==> src/serial_bus_pkg.sv <==
// package: register map, timing counts and state carrier for the two-wire slave block
package serial_bus_pkg;
    // word offsets on the register bus
    localparam logic [3:0] OFS_CTRL_ONE  = 4'h0;
    localparam logic [3:0] OFS_CTRL_TWO  = 4'h4;   // write: control, read: status
    localparam logic [3:0] OFS_DATA_BUF  = 4'h8;
    localparam logic [3:0] OFS_OWN_ADDR  = 4'hc;
    // field positions in serial_ctrl_one
    localparam int BIT_COUNT_LSB = 5;
    localparam int ACK_MODE_BIT  = 4;
    // field positions in serial_ctrl_two / serial_status_reg
    localparam int MST_BIT  = 7;
    localparam int TRX_BIT  = 6;
    localparam int BB_BIT   = 5;
    localparam int PIN_BIT  = 4;
    localparam int AL_BIT   = 3;
    localparam int AAS_BIT  = 2;
    localparam int AD0_BIT  = 1;
    localparam int LRB_BIT  = 0;
    // reset values
    localparam logic [6:0] OWN_ADDR_RESET = 7'h00;
    localparam logic [2:0] BIT_COUNT_RESET = 3'h0;
    // timing
    localparam int CLK_NS     = 10;
    localparam int T_LOW_NS   = 4700;
    localparam int T_SU_STO_NS = 4000;
    localparam logic [9:0] LOW_CYC = 10'((T_LOW_NS + CLK_NS - 1) / CLK_NS);
    localparam logic [9:0] SU_CYC  = 10'((T_SU_STO_NS + CLK_NS - 1) / CLK_NS);

    typedef enum logic [2:0] {
        ST_IDLE  = 3'b000,
        ST_SHIFT = 3'b001,
        ST_ACKB  = 3'b010,
        ST_HOLD  = 3'b011,
        ST_STOPA = 3'b100,
        ST_STOPB = 3'b101
    } phase_t;

    typedef struct packed {
        logic        wbAck;
        logic [31:0] wbDat;
        logic        sclMeta, sclSync, sclPrev;
        logic        sdaMeta, sdaSync, sdaPrev;
        logic        master_select, trx, bb, pin, al, aas, ad0, lrb;
        logic [2:0]  bitCount;
        logic        ackMode;
        logic [6:0]  ownAddr;
        logic [7:0]  txWord, rxWord, shiftReg;
        logic [3:0]  cnt;
        logic        addrPhase, txActive, lostNow;
        phase_t      phase;
        logic [9:0]  timer;
        logic        sclOe, sdaOe, irq;
    } state_t;
endpackage

==> src/serial_bus_slave.sv <==
// two-wire bus slave engine with stop generation, bus release and wishbone registers
`timescale 1ns/1ps
module serial_bus_slave (
    // system
    input  wire logic        clk,
    input  wire logic        reset,
    // wishbone slave
    input  wire logic        wb_cyc_i,
    input  wire logic        wb_stb_i,
    input  wire logic        wb_we_i,
    input  wire logic [3:0]  wb_adr_i,
    input  wire logic [3:0]  wb_sel_i,
    input  wire logic [31:0] wb_dat_i,
    output logic      [31:0] wb_dat_o,
    output logic             wb_ack_o,
    // two-wire bus pins
    input  wire logic        sclIn,
    output logic             sclOut,
    output logic             sclOe,
    input  wire logic        sdaIn,
    output logic             sdaOut,
    output logic             sdaOe,
    // event to the cpu
    output logic             serial_bus_irq
);
    serial_bus_pkg::state_t s_ff, nxt_s;
    logic access, wrCtrlTwo, stopCmd, relCmd, sclRise, sclFall, startSeen, stopSeen;
    logic match, genCall;
    logic [3:0] wordLen;

    function automatic logic [7:0] statusByte(input serial_bus_pkg::state_t s);
        statusByte = {s.master_select, s.trx, s.bb, s.pin, s.al, s.aas, s.ad0, s.lrb};
    endfunction

    always_comb begin
        nxt_s = s_ff;
        // synchronisers: the first stage feeds no logic; the second and third stages feed the edge and condition detectors
        nxt_s.sclMeta = sclIn;
        nxt_s.sclSync = s_ff.sclMeta;
        nxt_s.sclPrev = s_ff.sclSync;
        nxt_s.sdaMeta = sdaIn;
        nxt_s.sdaSync = s_ff.sdaMeta;
        nxt_s.sdaPrev = s_ff.sdaSync;
        sclRise   = s_ff.sclSync & ~s_ff.sclPrev;
        sclFall   = ~s_ff.sclSync & s_ff.sclPrev;
        startSeen = s_ff.sclSync & s_ff.sclPrev & s_ff.sdaPrev & ~s_ff.sdaSync;
        stopSeen  = s_ff.sclSync & s_ff.sclPrev & ~s_ff.sdaPrev & s_ff.sdaSync;
        wordLen   = (s_ff.addrPhase || s_ff.bitCount == 3'h0) ? 4'h8 : {1'b0, s_ff.bitCount};
        match     = s_ff.rxWord[7:1] == s_ff.ownAddr;
        genCall   = s_ff.rxWord == 8'h00;
        nxt_s.irq = ~s_ff.pin;

        // register bus: one wait state, ack drops the cycle after
        access    = wb_cyc_i & wb_stb_i & ~s_ff.wbAck;
        nxt_s.wbAck = access;
        wrCtrlTwo = access & wb_we_i & wb_sel_i[0] & (wb_adr_i == serial_bus_pkg::OFS_CTRL_TWO);
        stopCmd   = wrCtrlTwo & s_ff.bb & (wb_dat_i[7:4] == 4'hd);
        relCmd    = wrCtrlTwo & s_ff.master_select & (wb_dat_i[7:4] == 4'h1);
        if (access) begin
            unique case (wb_adr_i)
                serial_bus_pkg::OFS_CTRL_ONE: nxt_s.wbDat = {24'h0, s_ff.bitCount,
                                                             s_ff.ackMode, 4'h0};
                serial_bus_pkg::OFS_CTRL_TWO: nxt_s.wbDat = {24'h0, statusByte(s_ff)};
                serial_bus_pkg::OFS_DATA_BUF: nxt_s.wbDat = {24'h0, s_ff.rxWord};
                serial_bus_pkg::OFS_OWN_ADDR: nxt_s.wbDat = {25'h0, s_ff.ownAddr};
                default:                      nxt_s.wbDat = 32'h0;
            endcase
            if (wb_adr_i == serial_bus_pkg::OFS_DATA_BUF && (~wb_we_i | wb_sel_i[0]))
                nxt_s.pin = 1'b1;
            if (wb_we_i && wb_sel_i[0]) begin
                unique case (wb_adr_i)
                    serial_bus_pkg::OFS_CTRL_ONE: begin
                        nxt_s.bitCount = wb_dat_i[serial_bus_pkg::BIT_COUNT_LSB +: 3];
                        nxt_s.ackMode  = wb_dat_i[serial_bus_pkg::ACK_MODE_BIT];
                    end
                    serial_bus_pkg::OFS_CTRL_TWO: begin
                        nxt_s.master_select = wb_dat_i[serial_bus_pkg::MST_BIT];
                        nxt_s.trx = wb_dat_i[serial_bus_pkg::TRX_BIT];
                        if (wb_dat_i[serial_bus_pkg::PIN_BIT])
                            nxt_s.pin = 1'b1;
                    end
                    serial_bus_pkg::OFS_DATA_BUF: nxt_s.txWord = wb_dat_i[7:0];
                    serial_bus_pkg::OFS_OWN_ADDR: nxt_s.ownAddr = wb_dat_i[6:0];
                    default: ;
                endcase
            end
        end

        // bus engine
        unique case (s_ff.phase)
            serial_bus_pkg::ST_IDLE: ;
            serial_bus_pkg::ST_SHIFT: begin
                if (sclRise) begin
                    nxt_s.shiftReg = {s_ff.shiftReg[6:0], s_ff.sdaSync};
                    nxt_s.cnt      = s_ff.cnt + 4'h1;
                    // drove a one, saw a zero: another master wins
                    if (s_ff.txActive && s_ff.master_select && s_ff.shiftReg[7] && !s_ff.sdaSync) begin
                        nxt_s.al       = 1'b1;
                        nxt_s.master_select      = 1'b0;
                        nxt_s.txActive = 1'b0;
                        nxt_s.lostNow  = 1'b1;
                    end
                end else if (sclFall) begin
                    if (s_ff.cnt == wordLen) begin
                        nxt_s.rxWord = s_ff.shiftReg;
                        nxt_s.phase  = serial_bus_pkg::ST_ACKB;
                        if (s_ff.addrPhase && !s_ff.master_select) begin
                            if (s_ff.shiftReg[7:1] == s_ff.ownAddr || s_ff.shiftReg == 8'h00)
                                nxt_s.sdaOe = 1'b1;
                            else if (!s_ff.lostNow) begin
                                nxt_s.sdaOe = 1'b0;
                                nxt_s.phase = serial_bus_pkg::ST_IDLE;
                            end else
                                nxt_s.sdaOe = 1'b0;
                        end else
                            nxt_s.sdaOe = ~s_ff.txActive & s_ff.ackMode & ~s_ff.addrPhase;
                    end else
                        nxt_s.sdaOe = s_ff.txActive & ~s_ff.shiftReg[7];
                end
            end
            serial_bus_pkg::ST_ACKB: begin
                if (sclRise)
                    nxt_s.lrb = s_ff.sdaSync;
                else if (sclFall) begin
                    nxt_s.sdaOe = 1'b0;
                    nxt_s.pin   = 1'b0;
                    nxt_s.sclOe = 1'b1;
                    nxt_s.timer = 10'h0;
                    nxt_s.phase = serial_bus_pkg::ST_HOLD;
                    if (s_ff.addrPhase && !s_ff.master_select) begin
                        if (match || genCall) begin
                            nxt_s.aas = 1'b1;
                            nxt_s.ad0 = genCall;
                            nxt_s.trx = s_ff.rxWord[0];
                        end else begin
                            nxt_s.trx = 1'b0;
                            nxt_s.aas = 1'b0;
                            nxt_s.ad0 = 1'b0;
                        end
                    end else if (!s_ff.addrPhase) begin
                        nxt_s.aas = 1'b0;
                        if (s_ff.lostNow) begin
                            nxt_s.trx = 1'b0;
                            nxt_s.ad0 = 1'b0;
                        end else if (s_ff.txActive) begin
                            nxt_s.trx = 1'b1;
                            nxt_s.al  = 1'b0;
                            nxt_s.ad0 = 1'b0;
                        end else begin
                            nxt_s.trx = 1'b0;
                            nxt_s.al  = 1'b0;
                        end
                    end
                end
            end
            serial_bus_pkg::ST_HOLD: begin
                // release only after a full low period once serviced
                if (s_ff.pin) begin
                    if (s_ff.timer < serial_bus_pkg::LOW_CYC - 10'h1)
                        nxt_s.timer = s_ff.timer + 10'h1;
                    else begin
                        nxt_s.sclOe     = 1'b0;
                        nxt_s.cnt       = 4'h0;
                        nxt_s.addrPhase = 1'b0;
                        nxt_s.lostNow   = 1'b0;
                        nxt_s.shiftReg  = s_ff.txWord;
                        nxt_s.txActive  = s_ff.trx;
                        nxt_s.sdaOe     = s_ff.trx & ~s_ff.txWord[7];
                        nxt_s.phase     = serial_bus_pkg::ST_SHIFT;
                    end
                end
            end
            serial_bus_pkg::ST_STOPA: begin
                // sda low under a held clock, then wait for every holder of scl
                nxt_s.sdaOe = 1'b1;
                if (s_ff.timer < serial_bus_pkg::LOW_CYC) begin
                    nxt_s.timer = s_ff.timer + 10'h1;
                    nxt_s.sclOe = 1'b1;
                end else begin
                    nxt_s.sclOe = 1'b0;
                    if (s_ff.sclSync) begin
                        nxt_s.timer = 10'h0;
                        nxt_s.phase = serial_bus_pkg::ST_STOPB;
                    end
                end
            end
            serial_bus_pkg::ST_STOPB: begin
                if (s_ff.timer < serial_bus_pkg::SU_CYC)
                    nxt_s.timer = s_ff.timer + 10'h1;
                else begin
                    nxt_s.sdaOe = 1'b0;
                    nxt_s.phase = serial_bus_pkg::ST_IDLE;
                end
            end
            default: nxt_s.phase = serial_bus_pkg::ST_IDLE;
        endcase

        // bus conditions seen on the wires override the engine, except a start seen while in ST_STOPA
        if (startSeen && s_ff.phase != serial_bus_pkg::ST_STOPA) begin
            nxt_s.bb        = 1'b1;
            nxt_s.phase     = serial_bus_pkg::ST_SHIFT;
            nxt_s.cnt       = 4'h0;
            nxt_s.addrPhase = 1'b1;
            nxt_s.lostNow   = 1'b0;
            nxt_s.al        = 1'b0;
            nxt_s.aas       = 1'b0;
            nxt_s.ad0       = 1'b0;
            nxt_s.shiftReg  = s_ff.txWord;
            nxt_s.txActive  = s_ff.master_select & s_ff.trx;
        end
        if (stopSeen) begin
            nxt_s.bb    = 1'b0;
            nxt_s.master_select   = 1'b0;
            nxt_s.trx   = 1'b0;
            nxt_s.aas   = 1'b0;
            nxt_s.sclOe = 1'b0;
            nxt_s.sdaOe = 1'b0;
            nxt_s.phase = serial_bus_pkg::ST_IDLE;
        end
        if (stopCmd) begin
            nxt_s.timer = 10'h0;
            nxt_s.phase = serial_bus_pkg::ST_STOPA;
        end else if (relCmd) begin
            // no stop on the wires, so the bus still looks busy to others
            nxt_s.sclOe = 1'b0;
            nxt_s.sdaOe = 1'b0;
            nxt_s.phase = serial_bus_pkg::ST_IDLE;
        end
    end

    always_ff @(posedge clk) begin
        if (reset) begin
            s_ff          <= '0;
            s_ff.pin      <= 1'b1;
            s_ff.sclSync  <= 1'b1;
            s_ff.sclPrev  <= 1'b1;
            s_ff.sdaSync  <= 1'b1;
            s_ff.sdaPrev  <= 1'b1;
            s_ff.lrb      <= 1'b1;
            s_ff.bitCount <= serial_bus_pkg::BIT_COUNT_RESET;
            s_ff.ownAddr  <= serial_bus_pkg::OWN_ADDR_RESET;
            s_ff.phase    <= serial_bus_pkg::ST_IDLE;
        end else
            s_ff <= nxt_s;
    end

    assign wb_dat_o       = s_ff.wbDat;
    assign wb_ack_o       = s_ff.wbAck;
    assign sclOut         = 1'b0;
    assign sdaOut         = 1'b0;
    assign sclOe          = s_ff.sclOe;
    assign sdaOe          = s_ff.sdaOe;
    assign serial_bus_irq = s_ff.irq;

    AST_EVENT_HOLDS_SCL: assert property (@(posedge clk) disable iff (reset)
        $fell(s_ff.pin) |-> s_ff.sclOe && !s_ff.irq ##1 s_ff.irq)
        else $error("event did not hold scl and raise irq");
    AST_STATUS_BEFORE_IRQ: assert property (@(posedge clk) disable iff (reset)
        $rose(serial_bus_irq) |-> $stable(statusByte(s_ff) & 8'h4e))
        else $error("status changed as irq rose");
    AST_LOST_READ_ADDR: assert property (@(posedge clk) disable iff (reset)
        $fell(s_ff.pin) && s_ff.al && s_ff.aas && s_ff.trx |-> !s_ff.ad0)
        else $error("lost read address shows general call");
    AST_TX_WORD_DONE: assert property (@(posedge clk) disable iff (reset)
        $fell(s_ff.pin) && $past(s_ff.txActive) && !$past(s_ff.addrPhase) && !$past(s_ff.lostNow)
        |-> s_ff.trx && !s_ff.al && !s_ff.aas && !s_ff.ad0)
        else $error("wrong status after transmitted word");
    AST_LOST_UNADDR: assert property (@(posedge clk) disable iff (reset)
        $fell(s_ff.pin) && s_ff.al && !s_ff.aas |-> !s_ff.trx && !s_ff.ad0)
        else $error("wrong status after lost word");
    AST_RX_WORD_DONE: assert property (@(posedge clk) disable iff (reset)
        $fell(s_ff.pin) && !$past(s_ff.txActive) && !$past(s_ff.addrPhase)
        && !$past(s_ff.lostNow) |-> !s_ff.trx && !s_ff.al && !s_ff.aas)
        else $error("wrong status after received word");
    AST_LOW_PERIOD: assert property (@(posedge clk) disable iff (reset)
        s_ff.phase == serial_bus_pkg::ST_HOLD && $rose(s_ff.pin) |-> s_ff.sclOe [*8])
        else $error("scl released before low period");
    AST_STOP_START: assert property (@(posedge clk) disable iff (reset)
        stopCmd |=> s_ff.phase == serial_bus_pkg::ST_STOPA ##1 s_ff.sdaOe)
        else $error("stop request not started");
    AST_STOP_WAITS_SCL: assert property (@(posedge clk) disable iff (reset)
        s_ff.phase == serial_bus_pkg::ST_STOPA && !s_ff.sclSync && !stopCmd |=> s_ff.sdaOe)
        else $error("sda rose while scl held low");
    AST_RELEASE_BUS: assert property (@(posedge clk) disable iff (reset)
        relCmd && !stopSeen |=> !s_ff.sclOe && !s_ff.sdaOe
        && s_ff.phase == serial_bus_pkg::ST_IDLE)
        else $error("bus not released");
endmodule

==> config.mk <==
export PLATFORM = sky130hd
export DESIGN_NAME = serial_bus_slave
export DESIGN_NICKNAME = d
export VERILOG_FILES = /design/src/serial_bus_pkg.sv /design/src/serial_bus_slave.sv
export SDC_FILE = /design/constraint.sdc
export NUM_CORES = 1
export LEC_CHECK = 0
export ABC_AREA = 1
export CORE_MARGIN = 3
export CORE_UTILIZATION = 45
export CTS_BUF_LIST = sky130_fd_sc_hd__clkbuf_8
export CTS_CLUSTER_SIZE = 8
export DETAILED_ROUTE_END_ITERATION = 7
export DONT_BUFFER_PORTS = 1
export PLACE_DENSITY = 0.64
export SLEW_MARGIN = 30
export SYNTH_ARGS = -nofsm -noshare
export SYNTH_HDL_FRONTEND = slang
export SYNTH_SLANG_ARGS = --single-unit
==> constraint.sdc <==
create_clock -name clk -period 3.5 [get_ports clk]
set_clock_uncertainty 0.2 [all_clocks]
set_input_delay 0 -clock clk [delete_from_list [all_inputs] [get_ports clk]]
set_output_delay 0 -clock clk [all_outputs]
set_load 0.005 [all_outputs]
==> summary.md <==
| Metric | Value |
|---|---|
| Status | completed |
| Nets | between 700 and 800 |
| Yosys warning count | 0 |
| DR iter-0 viols | ~340 |
| IO buf count | 0 |
| Detailed Place HPWL | roughly 8800 µm |
| Total Routing Usage GR | 0.216 |
| CTS Buffer Depth | 2 |
| Worst setup EP type | flip-flop |
| Final Hold Vio Count | 0 |
| Initial Util | 0.476 |
| Least-Margin Pin Slew | between 0.9 and 1 ns |
| Worst Path Required | ~3.6 ns |
| Synthesized area | 4500 µm² |
| Critical path type | in2reg |
| Synth Register Bits | 81 |
| Worst hold path type | in2reg |
| Area delta synth->final | 9.95% |
| First-pass GRT wire length | between 15000 and 20000 µm |
| Die height | 106 µm |
| Yosys cell types | 46 |
| Final min period | ~2.9 ns |
| Congestion Overflow GR | 0 |
| Fmax | 348 MHz |
| Placer Congestion | about 0.9 |
| Fill cells | 962 |
| Pwr/cell area | between 500 and 600 nW/µm² |
| Pin count of the biggest net entering global routing | 34 |
| Antenna fix cells | 0 |
| Syn avg cell area | 6.81 µm² |
| Post-Syn Instances | roughly 660 |
| Post-route ant nets | 0 |
| Setup Buffers After CTS | 0 |
| Clk slew on worst S/H paths | around 0.09 ns |
| DR WL/cell | 14.6 µm |
| Die W | about 110 µm |
| Core Footprint | roughly 9500 µm² |
| Inserted Clock Buffers | 9 |
| Vias/cell | roughly 5.3 |
| DRC viols | 0 |
| Layout cell share with drive strength beyond 1 | 0.0716 |
| Peak supply drop | 0.224 mV |
| Max FO, Critical Path | 4 |
| Pre-CTS setup slack | ~1.2 ns |
| H-tree levels | 3 |
| Setup-failing EPs final | 0 |
| Most common cell after layout, fill and taps aside | nand2_1 |
| Startpoint types | input port |
| # resized after CTS | 0 |
| Max-cap violation count | 0 |
| Setup TNS | 0 ns |
| Static Leak | 2.07 nW |
| Final Max Tran Viols | 0 |
| Clk sinks | 81 |
| Initial antenna violation count | 0 |
| Rel. slew slack | 0.383 |
| CP Data Arrival Time | between 2 and 3 ns |
| CTS tree | yes |
| Row count | 35 |
| RSZ-0062 raised after global routing | no |
| Top-level port count | 85 |
| Clk Latency, worst-skew pair | 0.36 ns |
| Number of global-route vias before repair | 3985 |
| TritonRoute pass-1 iters | 5 |
| Vias | approximately 4300 |
| Die area | approximately 11000 µm² |
| Final period utilization | 0.821 |
| Commonest cells after routing, fill and taps aside | nand2_1 (115), inv_1 (91), dfxtp_1 (81), nor2_1 (73), o21ai_0 (59) |
| Final setup margin | 0.627 ns |
| Register area share after synthesis | 0.360 |
| Clock Tree Root | clkbuf_8 |
| WL final | 11900 µm |
## worst max-delay path: stages
cell and delay (ns):
dlygate4sd3_1 0.54, nor2_1 0.08, dlygate4sd3_1 0.55, inv_1 0.07
nor3_1 0.24, dlygate4sd3_1 0.63, nand2_1 0.05, o211ai_1 0.08
dlygate4sd3_1 0.56, nand2_1 0.05, a21oi_1 0.11
## cells by family after synthesis
group	after synthesis	synth area share
AND/OR/NAND/NOR	275	0.276
AO/OA/AOI/OAI	150	0.189
buffers and inverters	143	0.149
other	1	0.000833
flip-flops	81	0.360
adder cells (fa/ha/maj)	3	0.00834
XOR/XNOR	8	0.0156
## metrics by stage
| step | hold slack [ns] | area (µm²) | power, mW | utilization | cells |
|---|---|---|---|---|---|
| after global routing | 0.0633 | 4950 | 2.75 | 0.523 | 813 |
| final | 0.0383 | 4950 | 2.57 | 0.523 | 813 |
| after floorplan | -0.0930 | 4600 | 1.60 | - | 686 |
| after detailed placement | -0.128 | 4460 | 1.73 | 0.472 | 773 |
| after CTS | 0.0221 | 4950 | 2.58 | 0.523 | 812 |
| after global placement | -0.129 | 4460 | 1.72 | 0.472 | 773 |
## cell usage after synthesis (all sizes together)
| cell | number | area (µm²) |
|---|---|---|
| a211oi | 9 | 77.6 |
| a21o | 1 | 7.51 |
| a21oi | 50 | 254 |
| a221oi | 2 | 17.5 |
| a22oi | 1 | 7.51 |
| a311oi | 1 | 8.76 |
| a31oi | 7 | 43.8 |
| and3 | 1 | 6.26 |
| buf | 36 | 272 |
| clkbuf | 6 | 22.5 |
| clkinv | 1 | 3.75 |
| conb | 1 | 3.75 |
| dfxtp | 81 | 1620 |
| ha | 3 | 37.5 |
| inv | 100 | 375 |
| nand2 | 119 | 457 |
| nand3 | 38 | 210 |
| nand3b | 1 | 7.51 |
| nand4 | 8 | 50.1 |
| nor2 | 80 | 338 |
| nor3 | 18 | 106 |
| nor3b | 3 | 22.5 |
| nor4 | 4 | 25.0 |
| o211ai | 5 | 37.5 |
| o21ai | 63 | 319 |
| o21bai | 1 | 7.51 |
| o221ai | 1 | 8.76 |
| o22ai | 5 | 31.3 |
| o31ai | 2 | 15.0 |
| o32ai | 2 | 17.5 |
| or2 | 3 | 21.3 |
| xor2 | 8 | 70.1 |
## sequential cells by signal, indices dropped and copies added (netlist names)
| register | flops |
|---|---|
| sclOe | 1 |
| wb_dat_o | 8 |
| serial_bus_irq | 1 |
| s_ff | 65 |
| nxt_s | 4 |
| sdaOe | 1 |
| wb_ack_o | 1 |
## area by class of cell
type                            count  area (µm²)  area share
Clock buffer                       10         138      0.0278
Clock inverter                      5         104      0.0210
Timing Repair Buffer               25         245      0.0495
Sequential cell                    81        1620       0.328
Inverter                          101         379      0.0766
Tap cell                          129         161      0.0326
Multi-Input combinational cell    462        2300       0.465
## layer usage
layer  track usage  up-vias  share of wire
met2         0.343      142           0.45
met1         0.295     1961           0.47
met5             0        -              0
li1              -     2151              -
met4        0.0685        0          0.020
met3        0.0455       25          0.063
## path summary, 6_finish.rpt
path | start | depth (start not counted) | slack (ns) | end
max | wb_adr_i[0] | 11 | 0.63 | wb_dat_o[2]$_SDFFE_PP0N_
min | reset | 2 | 0.04 | s_ff[66]$_SDFF_PP1_
max reg2reg | s_ff[14]$_SDFFE_PP0P_ | 10 | 1.09 | s_ff[21]$_SDFFE_PP0P_
min reg2reg | nxt_s[67]$_SDFF_PP0_ | 1 | 0.21 | nxt_s[66]$_SDFF_PP1_
## report_power, final
part,switching (mW),internal [mW],total [mW]
clock network,0.340,0.489,0.829
registers,0.0694,0.982,1.05
logic,0.468,0.226,0.694
total,0.877,1.70,2.57
## repair_timing
| item | CTS | global route |
|---|---|---|
| setup endpoints to repair | 0 | 0 |
| hold endpoints to repair | 63 | 12 |
| hold buffers | 24 | 1 |
(Power assumes the default switching activity.)
